$ cat src/common/ppmsi_defines.svh
// Offsets, field positions and reset values of the port PM and MSI registers.
`ifndef PPMSI_DEFINES_SVH
`define PPMSI_DEFINES_SVH

`define PPMSI_OFF_PMCTL    12'h0c4
`define PPMSI_OFF_MSICTL   12'h0d0
`define PPMSI_OFF_MADDR    12'h0d4
`define PPMSI_OFF_MUADDR   12'h0d8
`define PPMSI_OFF_MPAY     12'h0dc

`define PPMSI_B_NOSOFT     3
`define PPMSI_B_WAKEEN     8
`define PPMSI_B_WAKEST     15
`define PPMSI_B_MSIEN      16

`define PPMSI_RST_NOSOFT   1'b1
`define PPMSI_RST_NEXTCAP  8'h00
`define PPMSI_RST_WORD     32'h0000_0000
`define PPMSI_CAP_IDENT    8'h05
`define PPMSI_MMC_VAL      3'h0
`define PPMSI_MSGEN_VAL    3'h0
`define PPMSI_WIDE_VAL     1'b1

`endif

$ cat src/common/ppmsi_pkg.sv
// Types and shared helpers of the port PM and MSI registers.
package ppmsi_pkg;

    typedef enum logic [1:0] {
        PPMSI_D0    = 2'b00,
        PPMSI_D3HOT = 2'b11
    } ppmsi_power_state_field_t;

    // Byte-enable merge of a configuration write into a stored word.
    function automatic logic [31:0] ppmsi_merge(input logic [31:0] old_w,
                                                input logic [31:0] new_w,
                                                input logic [3:0]  be);
        logic [31:0] res;
        res = old_w;
        for (int i = 0; i < 4; i++) begin
            if (be[i]) begin
                res[i*8 +: 8] = new_w[i*8 +: 8];
            end
        end
        return res;
    endfunction : ppmsi_merge

endpackage : ppmsi_pkg

$ cat src/core/ppmsi_regs.sv
// Port power-management and MSI configuration registers.
`timescale 1ns/1ps
`include "ppmsi_defines.svh"

// Operation
// - Power state field reads current state; writes of 0 or 3 accepted.
// - No-soft-reset bit resets to one, writable only with lock open.
// - Enable bit lets the port send PME messages; resets zero, sticky.
// - Hot reset leaves the PME enable bit untouched.
// - Own PME sets sticky status even when disabled; write one clears.
// - Forwarded PME messages leave the status bit alone.
// - Upstream port never sets its PME status.
// - Data select, scale and data byte read zero.
// - MSI header reads capability identifier five in bits 7:0.
// - Next pointer defaults zero, writable only with lock open.
// - Bit 16 enables MSI; resets disabled.
// - One vector only: multi-message enable and capable read zero.
// - Bit 23 reads one: 64-bit address capable.
// - Lower address bits 31:2 writable, reset zero; bits 1:0 zero.
// - Downstream port interrupts are routed to the upstream port.
// - Non-zero upper address selects 64-bit write, else 32-bit.
// - Message data fills the low half of the written data.
module ppmsi_regs (
    input  wire logic        sys_clk,        // Core clock, 50 MHz.
    input  wire logic        sys_rst,        // Fundamental reset, synchronous.
    input  wire logic        hot_rst,        // Hot reset, synchronous.
    input  wire logic        is_upstream,    // Port is the upstream port.
    input  wire logic        reg_lock_open,  // Lock open, lockable fields writable.
    input  wire logic        cfg_wr,         // Configuration write strobe.
    input  wire logic        cfg_rd,         // Configuration read strobe.
    input  wire logic [11:0] cfg_addr,       // Byte address of the word.
    input  wire logic [3:0]  cfg_be,         // Byte enables of a write.
    input  wire logic [31:0] cfg_wdata,      // Write data.
    input  wire logic        pme_event,      // Port generates its own PME.
    input  wire logic        pme_fwd,        // PME message merely forwarded.
    input  wire logic        msi_req,        // Interrupt request from the port.
    output logic [31:0]      cfg_rdata,      // Read data.
    output logic             cfg_rd_ack,     // Read data valid pulse.
    output logic [1:0]       power_state,    // Current power state.
    output logic             context_preserved_flag, // No-soft-reset bit.
    output logic             wake_event_enable,      // PME enable bit.
    output logic             wake_event_status,      // PME status bit.
    output logic             pme_msg_req,    // PME message request pulse.
    output logic             msi_enable,     // MSI enable bit.
    output logic             msi_wr_valid,   // MSI write strobe.
    output logic [63:0]      msi_wr_addr,    // MSI write address.
    output logic             msi_wr_wide,    // 64-bit MSI address.
    output logic [31:0]      msi_wr_data,    // MSI write data.
    output logic             msi_route_up    // MSI steered upstream.
);

    ppmsi_pkg::ppmsi_power_state_field_t power_state_field_ff;
    logic        nosoft_ff;
    logic [7:0]  nextcap_ff;
    logic        msien_ff;
    logic [29:0] maddr_ff;
    logic [31:0] muaddr_ff;
    logic [15:0] payload_ff;
    logic [31:0] rdata_ff;
    logic        rdack_ff;

    logic        wr_pm;
    logic        wr_cap;
    logic        wr_lo;
    logic        wr_hi;
    logic        wr_dat;
    logic        legal_ps;
    logic        soft_ctx;
    logic        ctx_rst;
    logic [31:0] nxt_rdata;
    logic [31:0] merged_lo;
    logic [31:0] merged_hi;
    logic [31:0] merged_dat;

    assign wr_pm  = cfg_wr && (cfg_addr == `PPMSI_OFF_PMCTL);
    assign wr_cap = cfg_wr && (cfg_addr == `PPMSI_OFF_MSICTL);
    assign wr_lo  = cfg_wr && (cfg_addr == `PPMSI_OFF_MADDR);
    assign wr_hi  = cfg_wr && (cfg_addr == `PPMSI_OFF_MUADDR);
    assign wr_dat = cfg_wr && (cfg_addr == `PPMSI_OFF_MPAY);

    // The two unsupported power states are refused; the state simply stays.
    assign legal_ps = (cfg_wdata[1:0] == ppmsi_pkg::PPMSI_D0)
                   || (cfg_wdata[1:0] == ppmsi_pkg::PPMSI_D3HOT);

    // Leaving the hot low-power state without context preservation wipes the
    // non-sticky context just as a hot reset would.
    assign soft_ctx = wr_pm && cfg_be[0] && !nosoft_ff
                   && (power_state_field_ff == ppmsi_pkg::PPMSI_D3HOT)
                   && (cfg_wdata[1:0] == ppmsi_pkg::PPMSI_D0);
    assign ctx_rst  = sys_rst || hot_rst || soft_ctx;

    assign merged_lo  = ppmsi_pkg::ppmsi_merge({maddr_ff, 2'b00}, cfg_wdata, cfg_be);
    assign merged_hi  = ppmsi_pkg::ppmsi_merge(muaddr_ff, cfg_wdata, cfg_be);
    assign merged_dat = ppmsi_pkg::ppmsi_merge({16'h0, payload_ff}, cfg_wdata, cfg_be);

    always_ff @(posedge sys_clk) begin
        if (ctx_rst) begin
            power_state_field_ff <= ppmsi_pkg::PPMSI_D0;
        end else if (wr_pm && cfg_be[0] && legal_ps) begin
            power_state_field_ff <= ppmsi_pkg::ppmsi_power_state_field_t'(cfg_wdata[1:0]);
        end
    end

    always_ff @(posedge sys_clk) begin
        if (ctx_rst) begin
            nosoft_ff <= `PPMSI_RST_NOSOFT;
        end else if (wr_pm && cfg_be[0] && reg_lock_open) begin
            nosoft_ff <= cfg_wdata[`PPMSI_B_NOSOFT];
        end
    end

    always_ff @(posedge sys_clk) begin
        if (ctx_rst) begin
            nextcap_ff <= `PPMSI_RST_NEXTCAP;
        end else if (wr_cap && cfg_be[1] && reg_lock_open) begin
            nextcap_ff <= cfg_wdata[15:8];
        end
    end

    always_ff @(posedge sys_clk) begin
        if (ctx_rst) begin
            msien_ff <= 1'b0;
        end else if (wr_cap && cfg_be[2]) begin
            msien_ff <= cfg_wdata[`PPMSI_B_MSIEN];
        end
    end

    always_ff @(posedge sys_clk) begin
        if (ctx_rst) begin
            maddr_ff <= 30'h0;
        end else if (wr_lo) begin
            maddr_ff <= merged_lo[31:2];
        end
    end

    always_ff @(posedge sys_clk) begin
        if (ctx_rst) begin
            muaddr_ff <= `PPMSI_RST_WORD;
        end else if (wr_hi) begin
            muaddr_ff <= merged_hi;
        end
    end

    always_ff @(posedge sys_clk) begin
        if (ctx_rst) begin
            payload_ff <= 16'h0;
        end else if (wr_dat) begin
            payload_ff <= merged_dat[15:0];
        end
    end

    // Fields not listed below, and unmapped words, read as zero.
    always_comb begin
        nxt_rdata = `PPMSI_RST_WORD;
        unique case (cfg_addr)
            `PPMSI_OFF_PMCTL: begin
                nxt_rdata[1:0]              = power_state_field_ff;
                nxt_rdata[`PPMSI_B_NOSOFT]  = nosoft_ff;
                nxt_rdata[`PPMSI_B_WAKEEN]  = wake_event_enable;
                nxt_rdata[`PPMSI_B_WAKEST]  = wake_event_status;
                nxt_rdata[14:9]             = 6'h0;
                nxt_rdata[31:24]            = 8'h0;
            end
            `PPMSI_OFF_MSICTL: begin
                nxt_rdata[7:0]              = `PPMSI_CAP_IDENT;
                nxt_rdata[15:8]             = nextcap_ff;
                nxt_rdata[`PPMSI_B_MSIEN]   = msien_ff;
                nxt_rdata[19:17]            = `PPMSI_MMC_VAL;
                nxt_rdata[22:20]            = `PPMSI_MSGEN_VAL;
                nxt_rdata[23]               = `PPMSI_WIDE_VAL;
            end
            `PPMSI_OFF_MADDR:  nxt_rdata = {maddr_ff, 2'b00};
            `PPMSI_OFF_MUADDR: nxt_rdata = muaddr_ff;
            `PPMSI_OFF_MPAY:   nxt_rdata = {16'h0, payload_ff};
            default:           nxt_rdata = `PPMSI_RST_WORD;
        endcase
    end

    always_ff @(posedge sys_clk) begin
        if (sys_rst) begin
            rdata_ff <= `PPMSI_RST_WORD;
            rdack_ff <= 1'b0;
        end else begin
            rdack_ff <= cfg_rd;
            if (cfg_rd) begin
                rdata_ff <= nxt_rdata;
            end
        end
    end

    // A forwarded PME is deliberately not wired to the status logic.
    ppmsi_pme_sticky u_pme (
        .sys_clk           (sys_clk),
        .sys_rst           (sys_rst),
        .hot_rst           (hot_rst),
        .pm_wr             (wr_pm),
        .pm_be             (cfg_be),
        .pm_wdata          (cfg_wdata),
        .pme_event         (pme_event),
        .is_upstream       (is_upstream),
        .wake_event_enable (wake_event_enable),
        .wake_event_status (wake_event_status),
        .pme_msg_req       (pme_msg_req)
    );

    ppmsi_msi_send u_msi (
        .sys_clk      (sys_clk),
        .sys_rst      (sys_rst),
        .hot_rst      (hot_rst),
        .msi_req      (msi_req),
        .msi_en       (msien_ff),
        .addr_lo      ({maddr_ff, 2'b00}),
        .addr_hi      (muaddr_ff),
        .payload      (payload_ff),
        .is_upstream  (is_upstream),
        .msi_wr_valid (msi_wr_valid),
        .msi_wr_addr  (msi_wr_addr),
        .msi_wr_wide  (msi_wr_wide),
        .msi_wr_data  (msi_wr_data),
        .msi_route_up (msi_route_up)
    );

    assign cfg_rdata              = rdata_ff;
    assign cfg_rd_ack             = rdack_ff;
    assign power_state            = power_state_field_ff;
    assign context_preserved_flag = nosoft_ff;
    assign msi_enable             = msien_ff;
endmodule : ppmsi_regs

$ cat src/core/ppmsi_pme_sticky.sv
// Sticky wake event enable and status bits, kept across hot reset.
`timescale 1ns/1ps
`include "ppmsi_defines.svh"

module ppmsi_pme_sticky (
    input  wire logic sys_clk,           // Core clock.
    input  wire logic sys_rst,           // Fundamental reset, clears sticky bits.
    input  wire logic hot_rst,           // Hot reset, sticky bits ignore it.
    input  wire logic pm_wr,             // Write to the PM control/status word.
    input  wire logic [3:0]  pm_be,      // Byte enables of that write.
    input  wire logic [31:0] pm_wdata,   // Write data.
    input  wire logic pme_event,         // Port itself generates a PME.
    input  wire logic is_upstream,       // Port is the upstream port.
    output logic      wake_event_enable, // Enable bit.
    output logic      wake_event_status, // Status bit.
    output logic      pme_msg_req        // One-cycle PME message request.
);

    logic wen_ff;
    logic wst_ff;
    logic req_ff;
    logic own_pme;

    // The upstream port never originates a PME.
    assign own_pme = pme_event && !is_upstream;

    // Only the fundamental reset clears the enable; hot_rst is not looked at.
    always_ff @(posedge sys_clk) begin
        if (sys_rst) begin
            wen_ff <= 1'b0;
        end else if (pm_wr && pm_be[1]) begin
            wen_ff <= pm_wdata[`PPMSI_B_WAKEEN];
        end
    end

    // A new PME wins over a simultaneous write-one-to-clear.
    always_ff @(posedge sys_clk) begin
        if (sys_rst) begin
            wst_ff <= 1'b0;
        end else if (own_pme) begin
            wst_ff <= 1'b1;
        end else if (pm_wr && pm_be[1] && pm_wdata[`PPMSI_B_WAKEST]) begin
            wst_ff <= 1'b0;
        end
    end

    always_ff @(posedge sys_clk) begin
        if (sys_rst || hot_rst) begin
            req_ff <= 1'b0;
        end else begin
            req_ff <= own_pme && wen_ff;
        end
    end

    assign wake_event_enable = wen_ff;
    assign wake_event_status = wst_ff;
    assign pme_msg_req       = req_ff;
endmodule : ppmsi_pme_sticky

$ cat src/core/ppmsi_msi_send.sv
// Builds the MSI memory write from the capability registers.
`timescale 1ns/1ps
`include "ppmsi_defines.svh"

module ppmsi_msi_send (
    input  wire logic sys_clk,             // Core clock.
    input  wire logic sys_rst,             // Fundamental reset.
    input  wire logic hot_rst,             // Hot reset.
    input  wire logic msi_req,             // One-cycle interrupt request.
    input  wire logic msi_en,              // MSI enable bit.
    input  wire logic [31:0] addr_lo,      // Lower message address.
    input  wire logic [31:0] addr_hi,      // Upper message address.
    input  wire logic [15:0] payload,      // Message data.
    input  wire logic is_upstream,         // Port is the upstream port.
    output logic        msi_wr_valid,      // One-cycle memory write strobe.
    output logic [63:0] msi_wr_addr,       // Write address.
    output logic        msi_wr_wide,       // 64-bit address in use.
    output logic [31:0] msi_wr_data,       // Write data.
    output logic        msi_route_up       // Write steered to the upstream port.
);

    logic        valid_ff;
    logic [63:0] addr_ff;
    logic        wide_ff;
    logic [31:0] data_ff;
    logic        route_ff;

    always_ff @(posedge sys_clk) begin
        if (sys_rst || hot_rst) begin
            valid_ff <= 1'b0;
        end else begin
            valid_ff <= msi_req && msi_en;
        end
    end

    // Payload and address are held after the strobe so a slow consumer can sample them.
    always_ff @(posedge sys_clk) begin
        if (sys_rst || hot_rst) begin
            addr_ff  <= 64'h0;
            wide_ff  <= 1'b0;
            data_ff  <= `PPMSI_RST_WORD;
            route_ff <= 1'b0;
        end else if (msi_req && msi_en) begin
            wide_ff  <= |addr_hi;
            addr_ff  <= (|addr_hi) ? {addr_hi, addr_lo} : {32'h0, addr_lo};
            data_ff  <= {16'h0, payload};
            route_ff <= !is_upstream;
        end
    end

    assign msi_wr_valid = valid_ff;
    assign msi_wr_addr  = addr_ff;
    assign msi_wr_wide  = wide_ff;
    assign msi_wr_data  = data_ff;
    assign msi_route_up = route_ff;
endmodule : ppmsi_msi_send

$ cat config.mk
export PLATFORM = sky130hd
export DESIGN_NAME = ppmsi_regs
export DESIGN_NICKNAME = d
export VERILOG_FILES = /design/src/common/ppmsi_pkg.sv /design/src/core/ppmsi_regs.sv /design/src/core/ppmsi_pme_sticky.sv /design/src/core/ppmsi_msi_send.sv
export VERILOG_INCLUDE_DIRS = /design/src /design/src/common
export SDC_FILE = /design/constraint.sdc
export NUM_CORES = 1
export LEC_CHECK = 0
export ABC_CLOCK_PERIOD_IN_PS = 2000
export BUFFER_PORTS_ARGS = -buffer_cell sky130_fd_sc_hd__buf_4
export CORE_MARGIN = 2
export CORE_UTILIZATION = 40
export DETAILED_ROUTE_END_ITERATION = 16
export GPL_TIMING_DRIVEN = 0
export SKIP_CTS_REPAIR_TIMING = 1
export SLEW_MARGIN = 20
export SYNTH_ARGS = -nofsm -noshare
export SYNTH_HDL_FRONTEND = slang
export SYNTH_SLANG_ARGS = --single-unit
$ cat constraint.sdc
create_clock -name sys_clk -period 2 [get_ports sys_clk]
set_clock_uncertainty 0.05 [all_clocks]
set_input_delay 0.1 -clock sys_clk [delete_from_list [all_inputs] [get_ports sys_clk]]
set_output_delay 0.1 -clock sys_clk [all_outputs]
set_load 0.01 [all_outputs]
==> impl_metrics.ini, run 1 <==
[logic_synthesis]
yosysSeqAreaShare_pct = 48.9
ys_types = 49
ys_ff_latch = 207
async_flop_share_pct = 0
ys.flop_type = dfxtp_1
synth_area_um2 = 8480
synth_edf_count = 0
ys.warnings.count = 0
avgSynthCellArea_um2 = 8.22
synthCells = 1031

[critical_path]
critPathKind = in2reg
cpPeakStageDelay_ps = 800
cpMaxStageDelayCell = nor4_1
arrival_ps = 2380
startpoint_type = primary input
r2r-end = u_msi.msi_wr_addr[38]$_SDFFE_PP0P_
r2r_slack_ps = 100
path_cells = buf_4, or4_4, buf_6, buf_2, nor4_1, a21oi_1, o31ai_1
path_max_fanout = 10
reg2reg_depth = 4
cp-end-kind = flop
worstPathRequired_ps = 2370
r2r-start = msi_enable$_SDFFE_PP0P_

[floorplan]
die_x_um = 150
rows = 53
initial_utilization_pct = 40.6
core_region_area_um2 = 20900
ios = 197
die-area_um2 = 22400
fp.dieH_um = 150

[final_layout]
layout_common_cells = 207 x dfxtp_1, 194 x buf_4, 181 x nand2_1, 174 x a21oi_1, 98 x o21ai_0
seqCellArea_um2 = 4140
drive_gt1_share_pct = 21.5
stdcell_count = 1569
fill_cells = 2031
diodes = 0
final_common_cell = dfxtp_1
nets = 1342
fin_area_um2 = 11300
area_growth_pct = 33.8
multiInputGateArea_um2 = 3910

[cts]
clock_path_buffers = 3
cts_tree = built
clk_latency_ps = 520
clkTransAtPathRegs_ps = 60
ctsRootBufferMaster = clkbuf_16
cts_made_buffers = 23
cts_sinks = 207
htree_num_levels = 1

[sta]
setup_viol_count_final = 1
rsz0062_at_grt = yes
clock.fmax_mhz = 498
fin_crit_ps = 2010
fin_ws_ps = -6.26
tightest_slew_ps = 1020
fin_crit_sh_pct = 100
relSlewSlack_pct = 31.9
final-hold-violation-count = 0
drv_slew = 0

[hold_path]
hold_depth = 2
whs_endpoint = cfg_rdata[15]$_SDFFE_PP0P_
hold_class = in2reg
min-delay-start = sys_rst

[drt]
ant_nets = 0
vias = 8620
drt_pass1_iterations = 5
drt_iter0_drc = 740
wire_per_inst_um = 19.9
via_per_inst = 5.49
drcViolationCount = 0
wl_um = 31200

[flow_run]
maxCapViolations = 0

[pwr]
p_leak_nw = 4.06
p_per_area_nw_per_um2 = 781
peakVddDrop_mv = 0.463
fin_total_pwr_w = 0.00886

[placement]
dp_hpwl_um = 22700
io_buffers = 174
dpl_cell_area_um2 = 10200
gp_congestion = 0.968
placedCellCount = 1497

[grt]
gr-usage-all-layers_pct = 26.7
overflow = 0
grt_pass1_vias = 7799
antenna_found_initial = 0
grt_max_degree = 13
grt_pass1_wl_um = 45700

[status]
status = complete, but fails checks
violations = negative setup slack
layout make-up:
class | count | area share (%)
Sequential cell | 207 | 36.5
Clock buffer | 30 | 5.92
Inverter | 6 | 0.199
Clock inverter | 6 | 0.552
Multi-Input combinational cell | 726 | 34.5
Tap cell | 275 | 3.03
Buffer | 107 | 4.42
Timing Repair Buffer | 212 | 14.8
state kept, by name (all words and copies together) (netlist names):
name,flops
cfg_rd_ack,1
cfg_rdata,32
context_preserved_flag,1
maddr_ff,30
msi_enable,1
muaddr_ff,32
nextcap_ff,8
payload_ff,16
power_state,2
u_msi.msi_route_up,1
u_msi.msi_wr_addr,62
u_msi.msi_wr_data,16
u_msi.msi_wr_valid,1
u_msi.msi_wr_wide,1
u_pme.pme_msg_req,1
u_pme.wake_event_enable,1
u_pme.wake_event_status,1
synthesized netlist by cell type, types with 2 or more instances:
cell type | count | area share (%)
nor4_1 | 11 | 0.81
mux2_2 | 10 | 1.3
buf_1 | 8 | 0.35
a211oi_1 | 13 | 1.2
o21ai_0 | 98 | 5.8
nor4_4 | 4 | 1.0
nand2b_1 | 2 | 0.15
nand3_1 | 75 | 4.4
a32o_1 | 3 | 0.35
a2bb2oi_1 | 4 | 0.41
a22oi_1 | 22 | 1.9
a21oi_1 | 174 | 10
a221o_1 | 6 | 0.71
nor2b_1 | 4 | 0.30
dfxtp_1 | 207 | 49
and3b_1 | 2 | 0.21
buf_4 | 18 | 1.6
mux2i_1 | 2 | 0.24
nor3_1 | 6 | 0.35
nor4_2 | 4 | 0.59
or3b_2 | 2 | 0.21
inv_1 | 6 | 0.27
or4_1 | 5 | 0.44
nand4_1 | 23 | 1.7
mux4_2 | 3 | 0.80
nand3b_1 | 3 | 0.27
nand2_1 | 181 | 8.0
and2_1 | 10 | 0.74
nor2_1 | 23 | 1.0
o21a_1 | 2 | 0.18
buf_2 | 6 | 0.35
clkbuf_1 | 75 | 3.3
o31ai_1 | 3 | 0.27
kinds of logic after synthesis:
logic type | Yosys count | synth area share, %
other cells | 1 | 0.0442
mux | 15 | 2.36
simple gates | 361 | 20.8
compound gates | 331 | 21.6
flops | 207 | 48.9
buf+inv | 115 | 6.08
fa+ha+maj | 1 | 0.148
metal layers:
| metal | vias up | wire length [um] | track usage [%] |
|---|---|---|---|
| li1 | 4133 | - | - |
| met1 | 4017 | 13400 | 36.7 |
| met2 | 405 | 13900 | 41.7 |
| met3 | 65 | 2920 | 5.70 |
| met4 | 0 | 1010 | 9.24 |
| met5 | - | 0 | 0 |
report_power, final:
group	leakage (nW)	internal, W	switching [W]	total (W)
combinational	2.03	0.000217	0.000352	0.000569
clock	0.368	0.00247	0.00168	0.00414
sequential	1.67	0.00414	0.00000843	0.00414
total	4.06	0.00682	0.00204	0.00886
worst max path at each step:
stage	to	depth (start not counted)	start	slack [ps]
2_1_floorplan	power_state[0]$_SDFFE_PP0P_	6	cfg_addr[9]	20
6_report	cfg_rdata[0]$_SDFFE_PP0P_	7	cfg_addr[9]	-6
3_5_place_dp	maddr_ff[8]$_SDFFE_PP0P_	8	cfg_addr[9]	-630
4_1_cts	maddr_ff[5]$_SDFFE_PP0P_	7	cfg_addr[0]	-100
3_3_place_gp	payload_ff[7]$_SDFFE_PP0P_	8	cfg_addr[9]	-650
5_1_grt	maddr_ff[18]$_SDFFE_PP0P_	7	cfg_addr[0]	-30
metrics by stage:
stage          utilization, %  hold slack [ps]  worst slack (ps)  setup TNS (ps)
5_1_grt                  54.3             49.9             -25.9            -180
6_report                 54.3             29.8             -6.26           -6.26
2_1_floorplan               -              146              21.1               0
4_1_cts                  52.3             -282              -100           -2250
3_5_place_dp             48.8              248              -626          -56860
3_3_place_gp             48.8              247              -645          -57220
worst max-delay path, delay by kind of cell:
family,cells,cell delay (ps)
buffers and inverters,3,510
AOI/OAI and AO/OA,2,420
and+or+nand+nor,2,1350
No activity file was read; power rests on OpenSTA's default activity.
==> run 2, diff against run 1 <==
--- a/config.mk
+++ b/config.mk
@@ -12,6 +12,7 @@
 export CORE_UTILIZATION = 40
 export DETAILED_ROUTE_END_ITERATION = 16
 export GPL_TIMING_DRIVEN = 0
+export PLACE_DENSITY_LB_ADDON = 0.1
 export SKIP_CTS_REPAIR_TIMING = 1
 export SLEW_MARGIN = 20
 export SYNTH_ARGS = -nofsm -noshare
==> run 2 against run 1 <==
The run now ends clean. Die area is the same. Highest routed layer unchanged. Critical endpoint is now cfg_rdata[16]$_SDFFE_PP0P_. Critical path depth did not move. Critical path type unchanged. Final cell count hardly changed. Global-route usage fell by 0.19 points. Via count is 1.1% higher. Sequential cell count unchanged. Non-clock buffer count grew 2.
==> impl_metrics.ini, run 2 (synthesis results as in run 1) <==
[critical_path]
path_cells = buf_4, or4_4, buf_6, buf_2, nor4_2, a22oi_1, a211oi_1
path_delay_family = simple AND/OR/NAND/NOR gates
cpMaxStageDelayCell = nor4_2
arrival_ps = 2360
r2r-end = muaddr_ff[6]$_SDFFE_PP0P_
cpPeakStageDelay_ps = 750
worstPathRequired_ps = 2370
r2r_slack_ps = 170
critPathKind = in2reg
path_max_fanout = 10
startpoint_type = primary input
r2r-start = power_state[0]$_SDFFE_PP0P_
reg2reg_depth = 6
cp_num_buf_inv = 3
cp-end-kind = flop

[sta]
drv_slew = 0
fin_crit_sh_pct = 99.6
rsz0062_at_grt = no
whs_ps = 29.2
setup_viol_count_final = 0
relSlewSlack_pct = 35.4
tightest_slew_ps = 956
fin_ws_ps = 8.10
fin_crit_ps = 1990
final-hold-violation-count = 0
clock.fmax_mhz = 502

[final_layout]
fill_cells = 2060
seqCellArea_um2 = 4140
layout_common_cells = 207 x dfxtp_1, 195 x buf_4, 181 x nand2_1, 174 x a21oi_1, 98 x o21ai_0
largest_register_ffs = 62
drive_gt1_share_pct = 21.3
area_growth_pct = 33.1
final_common_cell = dfxtp_1
multiInputGateArea_um2 = 3910
nets = 1343
diodes = 0

[drt]
drt_pass1_iterations = 5
vias = 8718
drcViolationCount = 0
ant_nets = 0
wire_per_inst_um = 19.9
wl_um = 31200
drt_iter0_drc = 695
via_per_inst = 5.55

[cts]
ctsRootBufferMaster = clkbuf_16
cts_made_buffers = 22
clock_path_buffers = 3
clk_latency_ps = 510
cts_sinks = 207
cts_tree = built
clkTransAtPathRegs_ps = 60
htree_num_levels = 1

[hold_path]
whs_endpoint = u_pme.wake_event_enable$_SDFFE_PP0P_
hold_class = in2reg
min-delay-start = cfg_addr[3]
hold_depth = 5

[placement]
place_ws_ps = -758
dp_hpwl_um = 22800
io_buffers = 174
gp_congestion = 0.955

[floorplan]
initial_utilization_pct = 40.6
core_region_area_um2 = 20900
rows = 53
ios = 197
die-area_um2 = 22400
fp.dieH_um = 150
die_x_um = 150

[pwr]
power_frac_comb_pct = 6.7
p_per_area_nw_per_um2 = 755
peakVddDrop_mv = 0.548
seqPwrFrac_pct = 48.7
swShare_pct = 23.0
internal_power_w = 0.00655
power_switching_w = 0.00196
fin_total_pwr_w = 0.00852
power.share.clock_pct = 44.7
p_leak_nw = 4.03

[flow_run]
maxCapViolations = 0

[grt]
grt_pass1_wl_um = 45300
gr-usage-all-layers_pct = 26.6
antenna_found_initial = 0
grt_pass1_vias = 7806
grt_max_degree = 13
overflow = 0

[status]
status = complete, no violations
run 2: power groups by stage:
stage               Combinational (W)  Clock [W]  Sequential, W
detailed placement           0.000487          0        0.00424
global placement             0.000487          0        0.00424
CTS                          0.000489    0.00383        0.00414
floorplan                    0.000241          0        0.00424
finish                       0.000568    0.00381        0.00414
global route                 0.000599    0.00402        0.00414
run 2: worst reg2reg max path, delay by kind of cell (launching register included):
family | cells | cell delay, ps
buf+inv | 2 | 700
flops | 1 | 440
compound gates | 2 | 270
simple gates | 2 | 250
run 2: worst max-delay path by stage:
stage | cells after the start | endpoint | from
global placement | 7 | maddr_ff[1]$_SDFFE_PP0P_ | cfg_addr[0]
floorplan | 6 | power_state[0]$_SDFFE_PP0P_ | cfg_addr[9]
finish | 7 | cfg_rdata[16]$_SDFFE_PP0P_ | cfg_addr[9]
detailed placement | 7 | maddr_ff[11]$_SDFFE_PP0P_ | cfg_addr[0]
CTS | 7 | maddr_ff[11]$_SDFFE_PP0P_ | cfg_addr[0]
global route | 7 | cfg_rdata[8]$_SDFFE_PP0P_ | cfg_addr[9]
run 2: area by class of cell:
class	instances	area share [%]
Buffer	108	4.54
Multi-Input combinational cell	726	34.7
Timing Repair Buffer	213	15.0
Inverter	6	0.200
Sequential cell	207	36.7
Clock inverter	2	0.111
Tap cell	275	3.05
Clock buffer	33	5.70
run 2: through the flow:
step / TNS [ps] / area [um2] / cells / util, %
2_1_floorplan: 0 / 8540 / 1048 / -
3_3_place_gp: -56430 / 10200 / 1497 / 48.8
3_5_place_dp: -59910 / 10200 / 1497 / 48.8
4_1_cts: -4360 / 10800 / 1532 / 51.9
5_1_grt: 0 / 11300 / 1570 / 54.0
6_report: 0 / 11300 / 1570 / 54.0
run 2: routing by layer:
layer	global-route usage, %	up-vias	wire (um)
met3	4.33	69	2680
met2	41.7	402	14200
met4	9.76	0	1040
li1	-	4137	-
met5	0	-	0
met1	36.9	4110	13300
==> run 3, diff against run 2 <==
--- a/config.mk
+++ b/config.mk
@@ -12,6 +12,7 @@
 export CORE_UTILIZATION = 40
 export DETAILED_ROUTE_END_ITERATION = 16
 export GPL_TIMING_DRIVEN = 0
+export HOLD_SLACK_MARGIN = 0.1
 export PLACE_DENSITY_LB_ADDON = 0.1
 export SKIP_CTS_REPAIR_TIMING = 1
 export SLEW_MARGIN = 20
==> run 3 against run 2 <==
Utilization rose by 0.19 points. Sequential cell count unchanged. Combinational power grew 0.9%. Sequential power about the same. First-iteration DRC count grew 4.5%. Critical endpoint is now cfg_rdata[8]$_SDFFE_PP0P_. Highest routed layer unchanged.
==> impl_metrics.ini, run 3 (synthesis results as in run 1) <==
[status]
status = complete, no violations

[critical_path]
path_max_fanout = 10
path_cells = buf_4, or4_4, buf_6, buf_2, nor4_1, a22oi_1, a211oi_1
cpMaxStageDelayCell = nor4_1
critPathKind = in2reg
arrival_ps = 2320
cp-end-kind = flop
cpPeakStageDelay_ps = 770
worstPathRequired_ps = 2370
startpoint_type = primary input

[sta]
clock.fmax_mhz = 513
final-hold-violation-count = 0
relSlewSlack_pct = 33.6
rsz0062_at_grt = no
drv_slew = 0
fin_crit_sh_pct = 97.4
tightest_slew_ps = 983
finalSetupTns_ps = 0
fin_crit_ps = 1950
setup_viol_count_final = 0
fin_ws_ps = 51.7
whs_ps = 57.2

[cts]
cts_made_buffers = 22
cts_tree = built
ctsRootBufferMaster = clkbuf_16
clkTransAtPathRegs_ps = 60
clock_path_buffers = 3
cts_sinks = 207
htree_num_levels = 1
clk_latency_ps = 510

[drt]
vias = 8795
wire_per_inst_um = 19.9
drcViolationCount = 0
via_per_inst = 5.59
drt_pass1_iterations = 5
ant_nets = 0
drt_iter0_drc = 726
wl_um = 31300

[final_layout]
fill_cells = 2052
stdcell_count = 1574
largest_register_ffs = 62
final_common_cell = dfxtp_1
fin_area_um2 = 11300
diodes = 0
drive_gt1_share_pct = 21.2
layout_common_cells = 207 x dfxtp_1, 195 x buf_4, 181 x nand2_1, 174 x a21oi_1, 98 x o21ai_0
nets = 1347
area_growth_pct = 33.6

[grt]
overflow = 0
grt_pass1_wl_um = 45300
grt_pass1_vias = 7806
antenna_found_initial = 0
grt_max_degree = 13
gr-usage-all-layers_pct = 26.6

[floorplan]
die-area_um2 = 22400
ios = 197
die_x_um = 150
initial_utilization_pct = 40.6
rows = 53
core_region_area_um2 = 20900
fp.dieH_um = 150

[placement]
place_ws_ps = -758
dp_hpwl_um = 22800
io_buffers = 174
dpl_cell_area_um2 = 10200
gp_congestion = 0.955
placedCellCount = 1497

[hold_path]
hold_class = in2reg

[pwr]
peakVddDrop_mv = 0.555
p_per_area_nw_per_um2 = 754
p_leak_nw = 4.05

[flow_run]
maxCapViolations = 0
## run 3: cell types whose count changed in the layout (fill, tap and decap cells not counted), sizes merged
cell and delta:
dlygate4sd3 +4
## run 3: layout make-up
class                   instances  area, um2  area share (%)
flip-flops and latches        207       4140            36.6
multi-input cells             726       3910            34.6
repair buffers                217       1730            15.3
clock buffers                  33        643            5.68
plain buffers                 108        512            4.52
well taps                     275        344            3.04
inverters                       6       22.5           0.199
clock inverters                 2       12.5           0.111
## run 3: layer usage
metal,wire (um),track usage (%),vias up
li1,-,-,4141
met1,13500,36.9,4149
met2,14200,41.7,431
met3,2520,4.33,74
met4,1070,9.76,0
met5,0,0,-
## run 3: final timing paths
| path | from | endpoint | slack (ps) | cells past startpoint |
|---|---|---|---|---|
| max | cfg_addr[9] | cfg_rdata[8]$_SDFFE_PP0P_ | 50 | 7 |
| min | cfg_be[2] | maddr_ff[15]$_SDFFE_PP0P_ | 60 | 4 |
| max reg2reg | power_state[0]$_SDFFE_PP0P_ | muaddr_ff[6]$_SDFFE_PP0P_ | 160 | 6 |
| min reg2reg | u_msi.msi_wr_addr[25]$_SDFFE_PP0P_ | u_msi.msi_wr_addr[25]$_SDFFE_PP0P_ | 400 | 2 |
## run 3: power by group
group | internal [W] | switching (W) | total (W)
clock | 0.00220 | 0.00161 | 0.00381
combinational | 0.000222 | 0.000351 | 0.000573
sequential | 0.00414 | 0.00000877 | 0.00414
total | 0.00656 | 0.00197 | 0.00853
## run 3: critical path, delay by kind of cell
kind,cells,cell delay (ps)
buffers and inverters,3,520
AO/OA/AOI/OAI,2,410
AND/OR/NAND/NOR,2,1290
## run 3: through the flow
step | utilization (%) | power, W
3_5_place_dp | 48.8 | 0.00472
4_1_cts | 51.9 | 0.00847
2_1_floorplan | - | 0.00448
3_3_place_gp | 48.8 | 0.00472
6_report | 54.2 | 0.00853
5_1_grt | 54.2 | 0.00877
